==> src/inc/lsfs_pkg.sv <==
package lsfs_pkg;

    // ----------------------------------------------------------------
    // register byte offsets
    // ----------------------------------------------------------------
    localparam logic [7:0] LSFS_CTRL_OFS = 8'h00;
    localparam logic [7:0] LSFS_NUM_OFS = 8'h04;
    localparam logic [7:0] LSFS_DEN_OFS = 8'h08;
    localparam logic [7:0] LSFS_FILT_OFS = 8'h0C;
    localparam logic [7:0] LSFS_RES_OFS = 8'h10;
    localparam logic [7:0] LSFS_STAT_OFS = 8'h14;
    localparam logic [7:0] LSFS_IRQ_STAT_OFS = 8'h18;
    localparam logic [7:0] LSFS_IRQ_MASK_OFS = 8'h1C;
    localparam logic [7:0] LSFS_MOTOR_CUM_OFS = 8'h20;
    localparam logic [7:0] LSFS_SCALED_CUM_OFS = 8'h24;
    localparam logic [7:0] LSFS_LOAD_CUM_OFS = 8'h28;
    localparam logic [7:0] LSFS_LOAD_POS_OFS = 8'h2C;

    // ----------------------------------------------------------------
    // field positions
    // ----------------------------------------------------------------
    localparam int LSFS_CTRL_POL_BIT = 0;
    localparam int LSFS_CTRL_ABZ_ROT_BIT = 1;
    localparam int LSFS_CTRL_W = 2;
    localparam int LSFS_ST_ALARM_BIT = 0;
    localparam int LSFS_ST_FULL_BIT = 1;
    localparam int LSFS_ST_DUAL_BIT = 2;
    localparam int LSFS_ST_ROTARY_BIT = 3;
    localparam int LSFS_ST_BUSY_BIT = 4;
    localparam int LSFS_IRQ_ALARM_BIT = 0;
    localparam int LSFS_IRQ_ZMARK_BIT = 1;
    localparam int LSFS_IRQ_CHECK_BIT = 2;
    localparam int LSFS_IRQ_W = 3;
    localparam int LSFS_FILT_W = 13;

    // ----------------------------------------------------------------
    // reset values and limits
    // ----------------------------------------------------------------
    localparam logic [1:0] LSFS_CTRL_RESET = 2'h0;
    localparam logic [31:0] LSFS_GEAR_RESET = 32'h0000_0001;
    localparam logic [31:0] LSFS_RES_RESET = 32'h0000_0000;
    localparam logic [12:0] LSFS_FILT_RESET = 13'h000A;
    localparam logic [12:0] LSFS_FILT_DUAL_MIN = 13'h0001;
    localparam logic [12:0] LSFS_FILT_DUAL_MAX = 13'h1193;
    localparam logic [12:0] LSFS_FILT_FULL = 13'h1194;
    localparam logic [31:0] LSFS_GEAR_LIMIT = 32'h7FFF_FFFF;
    // weight = filter * 932 / 2^22, close to filter / 4500
    localparam logic [9:0] LSFS_BLEND_RECIP = 10'h3A4;
    localparam int LSFS_BLEND_SHIFT = 22;

    typedef enum logic [1:0] {
        LSFS_IDLE = 2'b00,
        LSFS_RUN = 2'b01,
        LSFS_DONE = 2'b11
    } lsfs_gcd_state_t;

endpackage

==> src/rtl/lsfs_gcd_check.sv <==
`timescale 1ns/1ps
module lsfs_gcd_check
    import lsfs_pkg::*;
#(
    parameter int W = 32
) (
    // clock and reset
    input wire logic i_ref_clk,
    input wire logic i_srst,
    // request
    input wire logic i_start,
    input wire logic [W-1:0] i_a,
    input wire logic [W-1:0] i_b,
    // result
    output logic o_busy,
    output logic o_done,
    output logic o_coprime
);
    // binary gcd: only tells whether gcd(a,b) is one
    lsfs_gcd_state_t state_q;
    logic [W-1:0] a_q;
    logic [W-1:0] b_q;
    logic coprime_q;

    wire a_zero = (a_q == '0);
    wire b_zero = (b_q == '0);
    wire both_even = !a_q[0] && !b_q[0];
    wire finish = a_zero || b_zero || both_even || (a_q == b_q);
    wire result = a_zero ? (b_q == W'(1)) : b_zero ? (a_q == W'(1)) :
                  both_even ? 1'b0 : (a_q == W'(1));

    always_ff @(posedge i_ref_clk) begin
        if (i_srst) begin
            state_q <= LSFS_IDLE;
            a_q <= '0;
            b_q <= '0;
            coprime_q <= 1'b0;
        end else begin
            case (state_q)
                LSFS_IDLE: begin
                    if (i_start) begin
                        a_q <= i_a;
                        b_q <= i_b;
                        state_q <= LSFS_RUN;
                    end
                end
                LSFS_RUN: begin
                    if (finish) begin
                        coprime_q <= result;
                        state_q <= LSFS_DONE;
                    end else if (!a_q[0]) begin
                        a_q <= a_q >> 1;
                    end else if (!b_q[0]) begin
                        b_q <= b_q >> 1;
                    end else if (a_q > b_q) begin
                        a_q <= a_q - b_q;
                    end else begin
                        b_q <= b_q - a_q;
                    end
                end
                default: begin
                    state_q <= LSFS_IDLE;
                end
            endcase
        end
    end

    assign o_busy = (state_q != LSFS_IDLE);
    assign o_done = (state_q == LSFS_DONE);
    assign o_coprime = coprime_q;

endmodule

==> src/rtl/lsfs_feedback.sv <==
// Register access over AHB-Lite and the register addresses were left to the implementer.
`timescale 1ns/1ps
// Summary of operation
// reduced gear term above limit raises alarm
// abz rotary with zero resolution skips check
// filter 1..4499 dual, 4500 fully closed
// filter setting resets to ten
// larger filter weights load feedback more
// software keeps filter below half loop gain
// abz resolution zero linear, nonzero rotary
// reference mark clears load position information
// load pulses accumulate into cumulative counter
// scaled motor and load counts track equally
// raw motor cumulative count is kept
// polarity one inverts load count direction
// load encoder gives 4096..67108864 pulses/rev
// scaler multiplies, divides, carries remainder forward
module lsfs_feedback
    import lsfs_pkg::*;
(
    // clock and reset
    input wire logic i_ref_clk,
    input wire logic i_srst,
    // ahb-lite slave
    input wire logic i_hsel,
    input wire logic [31:0] i_haddr,
    input wire logic [1:0] i_htrans,
    input wire logic i_hwrite,
    input wire logic [2:0] i_hsize,
    input wire logic [31:0] i_hwdata,
    input wire logic i_hready,
    output logic o_hreadyout,
    output logic o_hresp,
    output logic [31:0] o_hrdata,
    // motor encoder pulses (pins)
    input wire logic i_motor_step,
    input wire logic i_motor_dir,
    // load encoder a/b/z (pins)
    input wire logic i_load_a,
    input wire logic i_load_b,
    input wire logic i_load_z,
    // feedback and status
    output logic [31:0] o_fb_position,
    output logic o_fully_closed,
    output logic o_dual_feedback,
    output logic o_load_rotary,
    output logic o_param_alarm,
    output logic o_irq
);

    // ----------------------------------------------------------------
    // pin synchronisers
    // ----------------------------------------------------------------
    logic [4:0] pin_s1_q;
    logic [4:0] pin_s2_q;
    logic [4:0] pin_prev_q;

    always_ff @(posedge i_ref_clk) begin
        if (i_srst) begin
            pin_s1_q <= 5'h00;
            pin_s2_q <= 5'h00;
            pin_prev_q <= 5'h00;
        end else begin
            pin_s1_q <= {i_motor_step, i_motor_dir, i_load_a, i_load_b, i_load_z};
            pin_s2_q <= pin_s1_q;
            pin_prev_q <= pin_s2_q;
        end
    end

    wire motor_edge = pin_s2_q[4] && !pin_prev_q[4];
    wire motor_ccw = pin_s2_q[3];
    wire a_now = pin_s2_q[2];
    wire b_now = pin_s2_q[1];
    wire a_old = pin_prev_q[2];
    wire b_old = pin_prev_q[1];
    wire z_edge = pin_s2_q[0] && !pin_prev_q[0];
    // exactly one of a/b moved; a double change is a lost state and is dropped
    wire load_step = (a_now ^ a_old) ^ (b_now ^ b_old);
    wire load_fwd = a_now ^ b_old;

    // ----------------------------------------------------------------
    // register file
    // ----------------------------------------------------------------
    logic [1:0] ctrl_q;
    logic [31:0] num_q;
    logic [31:0] den_q;
    logic [12:0] filt_q;
    logic [31:0] res_q;
    logic [2:0] irq_stat_q;
    logic [2:0] irq_mask_q;
    logic wr_pend_q;
    logic [7:0] wr_addr_q;
    logic check_start_q;
    logic chk_busy;
    logic chk_done;
    logic chk_coprime;
    logic hreadyout_q;
    logic [31:0] hrdata_q;

    wire addr_valid = i_hsel && i_htrans[1] && i_hready && (i_hsize == 3'h2);
    wire [7:0] addr_lo = i_haddr[7:0];
    wire wr_ctrl = wr_pend_q && (wr_addr_q == LSFS_CTRL_OFS);
    wire wr_num = wr_pend_q && (wr_addr_q == LSFS_NUM_OFS);
    wire wr_den = wr_pend_q && (wr_addr_q == LSFS_DEN_OFS);
    wire wr_filt = wr_pend_q && (wr_addr_q == LSFS_FILT_OFS);
    wire wr_res = wr_pend_q && (wr_addr_q == LSFS_RES_OFS);
    wire wr_irq_stat = wr_pend_q && (wr_addr_q == LSFS_IRQ_STAT_OFS);
    wire wr_irq_mask = wr_pend_q && (wr_addr_q == LSFS_IRQ_MASK_OFS);

    wire polarity_inv = ctrl_q[LSFS_CTRL_POL_BIT];
    wire abz_rotary = ctrl_q[LSFS_CTRL_ABZ_ROT_BIT];

    always_ff @(posedge i_ref_clk) begin
        if (i_srst) begin
            ctrl_q <= LSFS_CTRL_RESET;
            num_q <= LSFS_GEAR_RESET;
            den_q <= LSFS_GEAR_RESET;
            filt_q <= LSFS_FILT_RESET;
            res_q <= LSFS_RES_RESET;
            irq_mask_q <= 3'h0;
            wr_pend_q <= 1'b0;
            wr_addr_q <= 8'h00;
            check_start_q <= 1'b1;
        end else begin
            wr_pend_q <= addr_valid && i_hwrite;
            if (addr_valid) begin
                wr_addr_q <= addr_lo;
            end
            if (wr_ctrl) begin
                ctrl_q <= i_hwdata[LSFS_CTRL_W-1:0];
            end
            if (wr_num) begin
                num_q <= i_hwdata;
            end
            if (wr_den) begin
                den_q <= i_hwdata;
            end
            if (wr_filt) begin
                filt_q <= i_hwdata[LSFS_FILT_W-1:0];
            end
            if (wr_res) begin
                res_q <= i_hwdata;
            end
            if (wr_irq_mask) begin
                irq_mask_q <= i_hwdata[LSFS_IRQ_W-1:0];
            end
            // any write to gear settings re-runs the limit check
            // a write that meets a running check waits until the checker is idle,
            // else the alarm would follow stale gear terms
            check_start_q <= (check_start_q && chk_busy) ||
                wr_ctrl || wr_num || wr_den || wr_res;
        end
    end

    // ----------------------------------------------------------------
    // gear limit check
    // ----------------------------------------------------------------
    logic gear_alarm_q;

    lsfs_gcd_check #(
        .W(32)
    ) u_gcd (
        .i_ref_clk(i_ref_clk),
        .i_srst(i_srst),
        .i_start(check_start_q),
        .i_a(num_q),
        .i_b(den_q),
        .o_busy(chk_busy),
        .o_done(chk_done),
        .o_coprime(chk_coprime)
    );

    wire check_skip = abz_rotary && (res_q == LSFS_RES_RESET);
    // a reduced term stays above the limit only when gcd is one: any
    // common factor of two or more halves a 32-bit value below 2^31
    wire gear_over = chk_coprime && ((num_q > LSFS_GEAR_LIMIT) || (den_q > LSFS_GEAR_LIMIT));
    wire gear_bad = !check_skip && (gear_over || (den_q == 32'h0000_0000));

    always_ff @(posedge i_ref_clk) begin
        if (i_srst) begin
            gear_alarm_q <= 1'b0;
        end else if (chk_done) begin
            gear_alarm_q <= gear_bad;
        end
    end

    // ----------------------------------------------------------------
    // mode selection and encoder type
    // ----------------------------------------------------------------
    wire mode_dual = (filt_q >= LSFS_FILT_DUAL_MIN) && (filt_q <= LSFS_FILT_DUAL_MAX);
    wire mode_full = (filt_q == LSFS_FILT_FULL);
    wire filt_bad = !mode_dual && !mode_full;
    wire alarm_now = gear_alarm_q || filt_bad;
    wire rotary_now = (res_q != LSFS_RES_RESET);

    // ----------------------------------------------------------------
    // counters and gear scaler
    // ----------------------------------------------------------------
    logic [31:0] motor_cum_q;
    logic [31:0] scaled_cum_q;
    logic [31:0] load_cum_q;
    logic [31:0] load_pos_q;
    logic signed [33:0] rem_q;

    wire signed [33:0] num_s = {2'b00, num_q};
    wire signed [33:0] den_s = {2'b00, den_q};
    wire signed [33:0] rem_add = motor_edge ? (motor_ccw ? num_s : -num_s) : 34'sh0;
    wire rem_up = (den_q != 32'h0000_0000) && (rem_q >= den_s);
    wire rem_dn = (den_q != 32'h0000_0000) && (rem_q <= -den_s);
    wire signed [33:0] rem_sub = rem_up ? den_s : rem_dn ? -den_s : 34'sh0;
    wire load_up = load_fwd ^ polarity_inv;
    wire [31:0] load_delta = load_up ? 32'h0000_0001 : 32'hFFFF_FFFF;

    // one unit of quotient per clock: limitation is that num/den per
    // motor pulse must stay below the pulse spacing in clocks
    always_ff @(posedge i_ref_clk) begin
        if (i_srst) begin
            motor_cum_q <= 32'h0000_0000;
            scaled_cum_q <= 32'h0000_0000;
            load_cum_q <= 32'h0000_0000;
            load_pos_q <= 32'h0000_0000;
            rem_q <= 34'sh0;
        end else begin
            if (motor_edge) begin
                motor_cum_q <= motor_ccw ? motor_cum_q + 32'h1 : motor_cum_q - 32'h1;
            end
            rem_q <= rem_q + rem_add - rem_sub;
            if (rem_up) begin
                scaled_cum_q <= scaled_cum_q + 32'h1;
            end else if (rem_dn) begin
                scaled_cum_q <= scaled_cum_q - 32'h1;
            end
            if (load_step) begin
                load_cum_q <= load_cum_q + load_delta;
            end
            if (z_edge) begin
                load_pos_q <= 32'h0000_0000;
            end else if (load_step) begin
                load_pos_q <= load_pos_q + load_delta;
            end
        end
    end

    // ----------------------------------------------------------------
    // dual feedback blend
    // ----------------------------------------------------------------
    wire signed [31:0] fb_diff = $signed(load_cum_q - scaled_cum_q);
    wire [22:0] blend_w = 23'(filt_q * LSFS_BLEND_RECIP);
    wire signed [55:0] blend_p = fb_diff * $signed({1'b0, blend_w});
    wire [31:0] blend_c = 32'(blend_p >>> LSFS_BLEND_SHIFT);
    wire [31:0] fb_next = mode_full ? load_cum_q : scaled_cum_q + blend_c;

    // ----------------------------------------------------------------
    // interrupts and outputs
    // ----------------------------------------------------------------
    logic alarm_q;
    logic full_q;
    logic dual_q;
    logic rotary_q;
    logic irq_q;
    logic [31:0] fb_q;

    wire [2:0] irq_set = {chk_done, z_edge, alarm_now && !alarm_q};
    wire [2:0] irq_clr = wr_irq_stat ? i_hwdata[LSFS_IRQ_W-1:0] : 3'h0;
    wire [4:0] status = {chk_busy || check_start_q, rotary_q, dual_q, full_q, alarm_q};

    always_ff @(posedge i_ref_clk) begin
        if (i_srst) begin
            irq_stat_q <= 3'h0;
            alarm_q <= 1'b0;
            full_q <= 1'b0;
            dual_q <= 1'b0;
            rotary_q <= 1'b0;
            irq_q <= 1'b0;
            fb_q <= 32'h0000_0000;
        end else begin
            // a new event wins over a clear in the same cycle
            irq_stat_q <= (irq_stat_q & ~irq_clr) | irq_set;
            alarm_q <= alarm_now;
            full_q <= mode_full;
            dual_q <= mode_dual;
            rotary_q <= rotary_now;
            irq_q <= |(irq_stat_q & irq_mask_q);
            fb_q <= fb_next;
        end
    end

    // ----------------------------------------------------------------
    // bus read path
    // ----------------------------------------------------------------
    wire [31:0] rd_mux =
        (addr_lo == LSFS_CTRL_OFS) ? {30'h0, ctrl_q} :
        (addr_lo == LSFS_NUM_OFS) ? num_q :
        (addr_lo == LSFS_DEN_OFS) ? den_q :
        (addr_lo == LSFS_FILT_OFS) ? {19'h0, filt_q} :
        (addr_lo == LSFS_RES_OFS) ? res_q :
        (addr_lo == LSFS_STAT_OFS) ? {27'h0, status} :
        (addr_lo == LSFS_IRQ_STAT_OFS) ? {29'h0, irq_stat_q} :
        (addr_lo == LSFS_IRQ_MASK_OFS) ? {29'h0, irq_mask_q} :
        (addr_lo == LSFS_MOTOR_CUM_OFS) ? motor_cum_q :
        (addr_lo == LSFS_SCALED_CUM_OFS) ? scaled_cum_q :
        (addr_lo == LSFS_LOAD_CUM_OFS) ? load_cum_q :
        (addr_lo == LSFS_LOAD_POS_OFS) ? load_pos_q : 32'h0000_0000;
    wire upper_zero = (i_haddr[31:8] == 24'h000000);

    always_ff @(posedge i_ref_clk) begin
        if (i_srst) begin
            hreadyout_q <= 1'b1;
            hrdata_q <= 32'h0000_0000;
        end else begin
            hreadyout_q <= 1'b1;
            if (addr_valid && !i_hwrite) begin
                hrdata_q <= upper_zero ? rd_mux : 32'h0000_0000;
            end
        end
    end

    assign o_hreadyout = hreadyout_q;
    assign o_hresp = 1'b0;
    assign o_hrdata = hrdata_q;
    assign o_fb_position = fb_q;
    assign o_fully_closed = full_q;
    assign o_dual_feedback = dual_q;
    assign o_load_rotary = rotary_q;
    assign o_param_alarm = alarm_q;
    assign o_irq = irq_q;
endmodule

==> config.mk <==
export PLATFORM = sky130hd
export DESIGN_NAME = lsfs_feedback
export DESIGN_NICKNAME = d
export VERILOG_FILES = /design/src/inc/lsfs_pkg.sv /design/src/rtl/lsfs_gcd_check.sv /design/src/rtl/lsfs_feedback.sv
export SDC_FILE = /design/constraint.sdc
export NUM_CORES = 2
export LEC_CHECK = 0
export BUFFER_PORTS_ARGS = -buffer_cell sky130_fd_sc_hd__buf_2
export CORE_ASPECT_RATIO = 0.7
export CORE_UTILIZATION = 50
export DETAILED_ROUTE_END_ITERATION = 7
export GPL_TIMING_DRIVEN = 1
export PLACE_DENSITY_LB_ADDON = 0.08
export SETUP_SLACK_MARGIN = 0.05
export SLEW_MARGIN = 5
export SYNTH_ARGS = -nofsm -noshare
export SYNTH_HDL_FRONTEND = slang
export SYNTH_SLANG_ARGS = --single-unit
==> constraint.sdc <==
create_clock -name i_ref_clk -period 12 [get_ports i_ref_clk]
set_input_delay 1.8 -clock i_ref_clk [delete_from_list [all_inputs] [get_ports i_ref_clk]]
set_output_delay 1.8 -clock i_ref_clk [all_outputs]
set_load 0.02 [all_outputs]
* Word level (Yosys, flattened, before mapping)
Index checks and enable logic that the tools add are counted.
** Word-level totals
- Flip-flop bits (word level) :: 441
- Input bits :: 79
- Word-level logic and storage cells :: 201
** Operators by class
- Add/subtract/negate cells :: 14
- $mul :: 2
- Magnitude comparators :: 7
- Equality and inequality tests :: 31
- Multiplexer cells :: 41
- Bitwise operators :: 9
- Reductions and logical operators :: 65
** Operator list (count)
- 32-bit 2-to-1 mux :: 28
- 34-bit 2-to-1 mux :: 4
- 32-bit logical NOT :: 4
- 32-bit one-hot mux with 2 select lines :: 2
- 32-bit adder :: 3
- 32-bit subtractor :: 3
- 32-bit negator with 34-bit output :: 2
- 32-bit by 1-bit adder with 32-bit output (second input constant) :: 2
- 32-bit by 1-bit == test with 1-bit output (second input constant) :: 2
- 32-bit by 31-bit greater-than comparator with 1-bit output (second input constant) :: 2
- 32-bit nonzero test :: 2
- 32-bit by 1-bit subtractor with 32-bit output (second input constant) :: 2
- 8-bit by 5-bit == test with 1-bit output (second input constant) :: 7
- 32-bit by 22-bit multiplier with 52-bit output :: 1
- 34-bit adder :: 1
- 34-bit by 33-bit greater-or-equal comparator with 1-bit output :: 1
- 34-bit less-or-equal comparator :: 1
- 34-bit subtractor :: 1
- 32-bit == test :: 1
- 8-bit by 4-bit == test with 1-bit output (second input constant) :: 4
- 8-bit by 6-bit == test with 1-bit output (second input constant) :: 4
- 32-bit greater-than comparator :: 1
- 1-bit logical AND :: 24
- 24-bit logical NOT :: 1
- other kinds (30) :: 66

* Logic depth before layout (Yosys ltp)
- Depth in word-level cells :: 14
- Gate-level depth with buffers :: 56
- Depth with buffers taken out :: 54

* Modules after synthesis
A second synthesis with hierarchy kept.
** Second synthesis, totals
- Cells, all modules :: 7442
- Area total of the unflattened synthesis :: 60240.3 um^2
** By module, submodules not included
- lsfs_feedback :: times used 1, cells an instance 6407, area an instance 52918.3 um^2
- lsfs_gcd_check :: times used 1, cells an instance 1035, area an instance 7322.0 um^2

* Worst setup path after synthesis
No wires, ideal clock.
- Path type :: register to register
- From :: reg filt_q[0]
- To :: reg fb_q[31] (netlist: o_fb_position[31])
- Setup time :: 132 ps
- Arrival :: 12559 ps
- Data required time :: 11868 ps
- Path slack :: -691 ps
- Cell stages (with the launch flop) :: 56
- Buffers on the path :: 2
- Cell sequence :: dfxtp_1 > clkbuf_1 > inv_1 > ha_1 > ha_1 > inv_1 > fa_1 > inv_1 > ha_1 > inv_1 > fa_1 > nor2b_1 > o21ai_0 > a21boi_0 > o21ai_0 > nand2b_1 > xor2_1 > clkbuf_1 > [20 not listed] > o21ai_0 > a21o_1 > nand2_1 > a41o_1 > xor2_1 > ha_1 > o21a_1 > o211a_1 > o21ai_0 > a21oi_2 > o211a_1 > a2111o_1 > a31o_1 > a21oi_2 > xnor3_1 > a21boi_0 > o21ai_1 > a21oi_1
** Between the ends
- Word-level cells in the longest chain between the ends :: 4
- Elaborated cells on any way between the ends :: 5
** RTL lines
- start: declaration :: line lsfs_feedback.sv:87 : logic [12:0] filt_q;
- start signal: assignment :: line lsfs_feedback.sv:139 : filt_q <= i_hwdata[LSFS_FILT_W-1:0];
- 13-bit by 8-bit multiplier with 21-bit output :: line lsfs_feedback.sv:248 : wire [22:0] blend_w = 23'(filt_q * LSFS_BLEND_RECIP);
- 32-bit by 22-bit multiplier with 52-bit output :: line lsfs_feedback.sv:249 : wire signed [55:0] blend_p = fb_diff * $signed({1'b0, blend_w});
- 32-bit adder :: line lsfs_feedback.sv:251 : wire [31:0] fb_next = mode_full ? load_cum_q : scaled_cum_q + blend_c;
- 32-bit 2-to-1 mux * :: line lsfs_feedback.sv:251
- end signal: assignment :: line lsfs_feedback.sv:284 : fb_q <= fb_next;
- end: declaration :: line lsfs_feedback.sv:261 : logic [31:0] fb_q;
Mark *: on every way between the ends. The rest lies on a longest branch, timed or not.
A chain may end at the register's enable or synchronous reset.

* Final worst setup path
Same ends and word-level chain as after synthesis.

==> flow_metrics.py <==
metrics = {
    "layout": {
        "layout.nets": 9163,
        "fillers": 10878,
        "syn_to_final_growth_pct": 15.30,
        "postLayoutCellArea_mm2": 0.06912,
        "layout-drive-gt1-share_pct": 13.23,
        "finish.utilization_pct": 58.59,
    },
    "worst_setup_path": {
        "arrival_ns": 12.84,
        "cp-start-kind": "flip-flop",
        "required_ns": 12.53,
        "critPathSlowestCell": "fa_1",
        "slowest_delay_ns": 0.57,
        "end_kind": "flip-flop",
        "crit_type": "reg2reg",
        "path_max_fanout": 7,
        "cp_common_cell": "fa_1",
    },
    "global_routing": {
        "grt_pass1_vias": 52018,
        "grt_max_degree": 188,
        "grt_use_met1_pct": 56.49,
        "overflow": 0,
        "top_usage_layer": "met1",
        "grt_pass1_wl_um": 328200,
        "antenna_found_initial": 8,
        "grt_use_total_pct": 35.45,
        "grt_util_met3_pct": 8.879,
        "met2_usage_pct": 47.24,
    },
    "drt": {
        "drtPass1Iterations": 8,
        "drtIter0Drc": 6270,
        "avgViaCountPerCell": 5.843,
        "vias": 54934,
        "wl_per_cell_um": 23.08,
        "drc_errors": 0,
        "ant_nets": 0,
        "postRouteWirelength_um": 217000,
    },
    "placed_design": {
        "portBuffers": 146,
        "place_congestion": 1.003,
        "dp_hpwl_um": 174100,
        "dpl_cell_area_mm2": 0.06564,
    },
    "yosys": {
        "synth_seq_cells": 440,
        "synth_top_area_share_pct": 24.14,
        "postSynth.asyncResetShare_pct": 0,
        "synth_flop_cell": "dfxtp_1",
        "synth_edf_count": 0,
        "synthTopCellsByArea": "fa_1 24%, dfxtp_1 15%, ha_1 12%, nand2_1 7.1%, inv_1 6.3%",
        "synth_fp_nets": 8773,
        "synthDistinctLibCells": 104,
        "syn_area_mm2": 0.05995,
        "synth_top_cells_by_count": "1,132 x nand2_1, 1,013 x inv_1, 723 x fa_1, 587 x a21oi_1, 556 x ha_1",
        "synthCells": 7415,
        "synth.most_common_cell": "nand2_1",
        "yosysSeqAreaShare_pct": 14.69,
        "synth_warnings": 0,
        "synth.largest_area_cell": "fa_1",
        "syn_area_per_cell_um2": 8.085,
    },
    "cts": {
        "clock-root-buffer": "clkbuf_16",
        "clkLatencyLatePin_ns": 0.69,
        "h-tree-depth": 2,
        "cts_num_sinks": 440,
        "clk_pin_slew_worst_paths_ns": 0.07,
        "clockBufferDepth": 3,
        "hold_buffers": 0,
        "cts_tree": "built",
        "cts_buffers": 51,
    },
    "hold_path": {
        "hp-class": "reg2reg",
    },
    "timing": {
        "fmax_mhz": 81.22,
        "min_period_ns": 12.31,
        "worst_slew_pin_slew_ns": 1.250,
        "holdWs_ns": 0.4369,
        "grt_setup_unrepaired": "true",
        "drv_slew": 0,
        "relSlewSlack_pct": 15.92,
        "setup_viol": 3,
        "finalCritPeriodShare_pct": 102.6,
        "fin_skew_ns": 0.06580,
        "hold_viol": 0,
        "setup_ws_ns": -0.3116,
    },
    "die": {
        "die_area_mm2": 0.1213,
        "io_pins": 150,
        "die_h_um": 291.7,
        "placeableCoreArea_mm2": 0.1180,
        "die_w_um": 415.9,
        "std_cell_rows": 105,
        "start_util_pct": 50.81,
    },
    "status": {
        "violations": "setup timing",
        "status": "complete, but fails checks",
    },
    "flow_run": {
        "drv_cap": 0,
    },
}
[stage by stage]
step                std cells  setup TNS, ns  setup slack, ns
global placement         9248         -2.916          -0.6619
floorplan                7415              0          0.05459
finish                   9401        -0.3267          -0.3116
detailed placement       9248         -3.889          -0.8129
global route             9398         -3.022          -0.6646
CTS                      9372        -0.4312          -0.4283
[final cells by class]
type	count	area [µm²]	share of cell area, %
Sequential cell	440	8823	12.76
Multi-Input combinational cell	5605	47250	68.36
Tap cell	1551	1941	2.807
Timing Repair Buffer	692	5411	7.829
Inverter	1015	3817	5.523
Antenna cell	3	7.507	0.01086
Clock buffer	65	1430	2.069
Clock inverter	30	441.7	0.6390
[cells by family after synthesis]
kind of cell / count (synthesis) / synth area share, %
AOI/OAI and AO/OA: 1592 / 17.16
xor gates and xnor gates: 372 / 5.458
adders and majority gates: 1279 / 35.75
buffers and inverters: 1370 / 8.670
DFF: 440 / 14.69
muxes: 75 / 1.254
other: 2 / 0.01253
and+or+nand+nor: 2285 / 17.00
[timing repair]
action | 4_1_cts | 5_1_grt
setup buffers | 30 | 28
gates cloned | 0 | 1
gates resized for setup | 97 | 139
pin swaps | 85 | 128
endpoints found under the setup margin | 13 | 19
endpoints found under the hold margin | 0 | 0
[worst max-delay path: cells and delay by family (launching register included)]
kind            cells  cell delay (ns)
fa+ha+maj          14             5.80
xor+xnor            3             0.48
compound gates     25             4.60
buf+inv             3             0.41
simple gates        4             0.57
flops               1             0.36
[cell usage in the layout, fill, tap and decap left out, types with 53 or more instances in the layout]
master / netlist / routed
fa_1: 723 / 708
dfxtp_1: 440 / 434
and2_1: 69 / 68
nor2b_1: 111 / 104
a21oi_1: 587 / 563
nand2_1: 1132 / 1127
buf_4: 6 / 481
a221oi_1: 54 / 53
nor3_1: 117 / 115
o211ai_1: 57 / 57
ha_1: 556 / 518
inv_1: 1013 / 999
o21ai_0: 235 / 218
xor2_1: 123 / 111
xnor2_1: 248 / 223
a21o_1: 180 / 180
nand4_1: 62 / 62
a211oi_1: 83 / 78
buf_2: 20 / 145
nand2b_1: 76 / 74
mux2i_1: 74 / 74
clkbuf_16: 0 / 53
nand3_1: 82 / 81
nor2_1: 458 / 443
[routing by layer]
layer  wire, µm  vias to the layer above  part of all wire (%)
met3      24820                      254                    11
met4       4555                        4                   2.1
li1           -                    25274                     -
met2      83450                     2526                    38
met1     104100                    26876                    48
met5         27                        -                 0.012
[final timing paths]
check	start	endpoint	slack [ns]	cells after the start
max	filt_q[0]	o_fb_position[31]	-0.31	49
min	pin_s1_q[0]	pin_s2_q[0]	0.44	1
max reg2reg	filt_q[0]	o_fb_position[31]	-0.31	49
min reg2reg	pin_s1_q[0]	pin_s2_q[0]	0.44	1
[registers in the layout, indices dropped and copies added (netlist names), 8 cells and up]
name	flops
den_q	32
load_pos_q	32
u_gcd.b_q	32
o_fb_position	32
wr_addr_q	8
rem_q	34
load_cum_q	32
filt_q	13
u_gcd.a_q	32
num_q	32
o_hrdata	32
res_q	32
motor_cum_q	32
scaled_cum_q	32
Power is not shown: default switching activity piles up to over one toggle a cycle in this logic, so the estimate is an artifact.
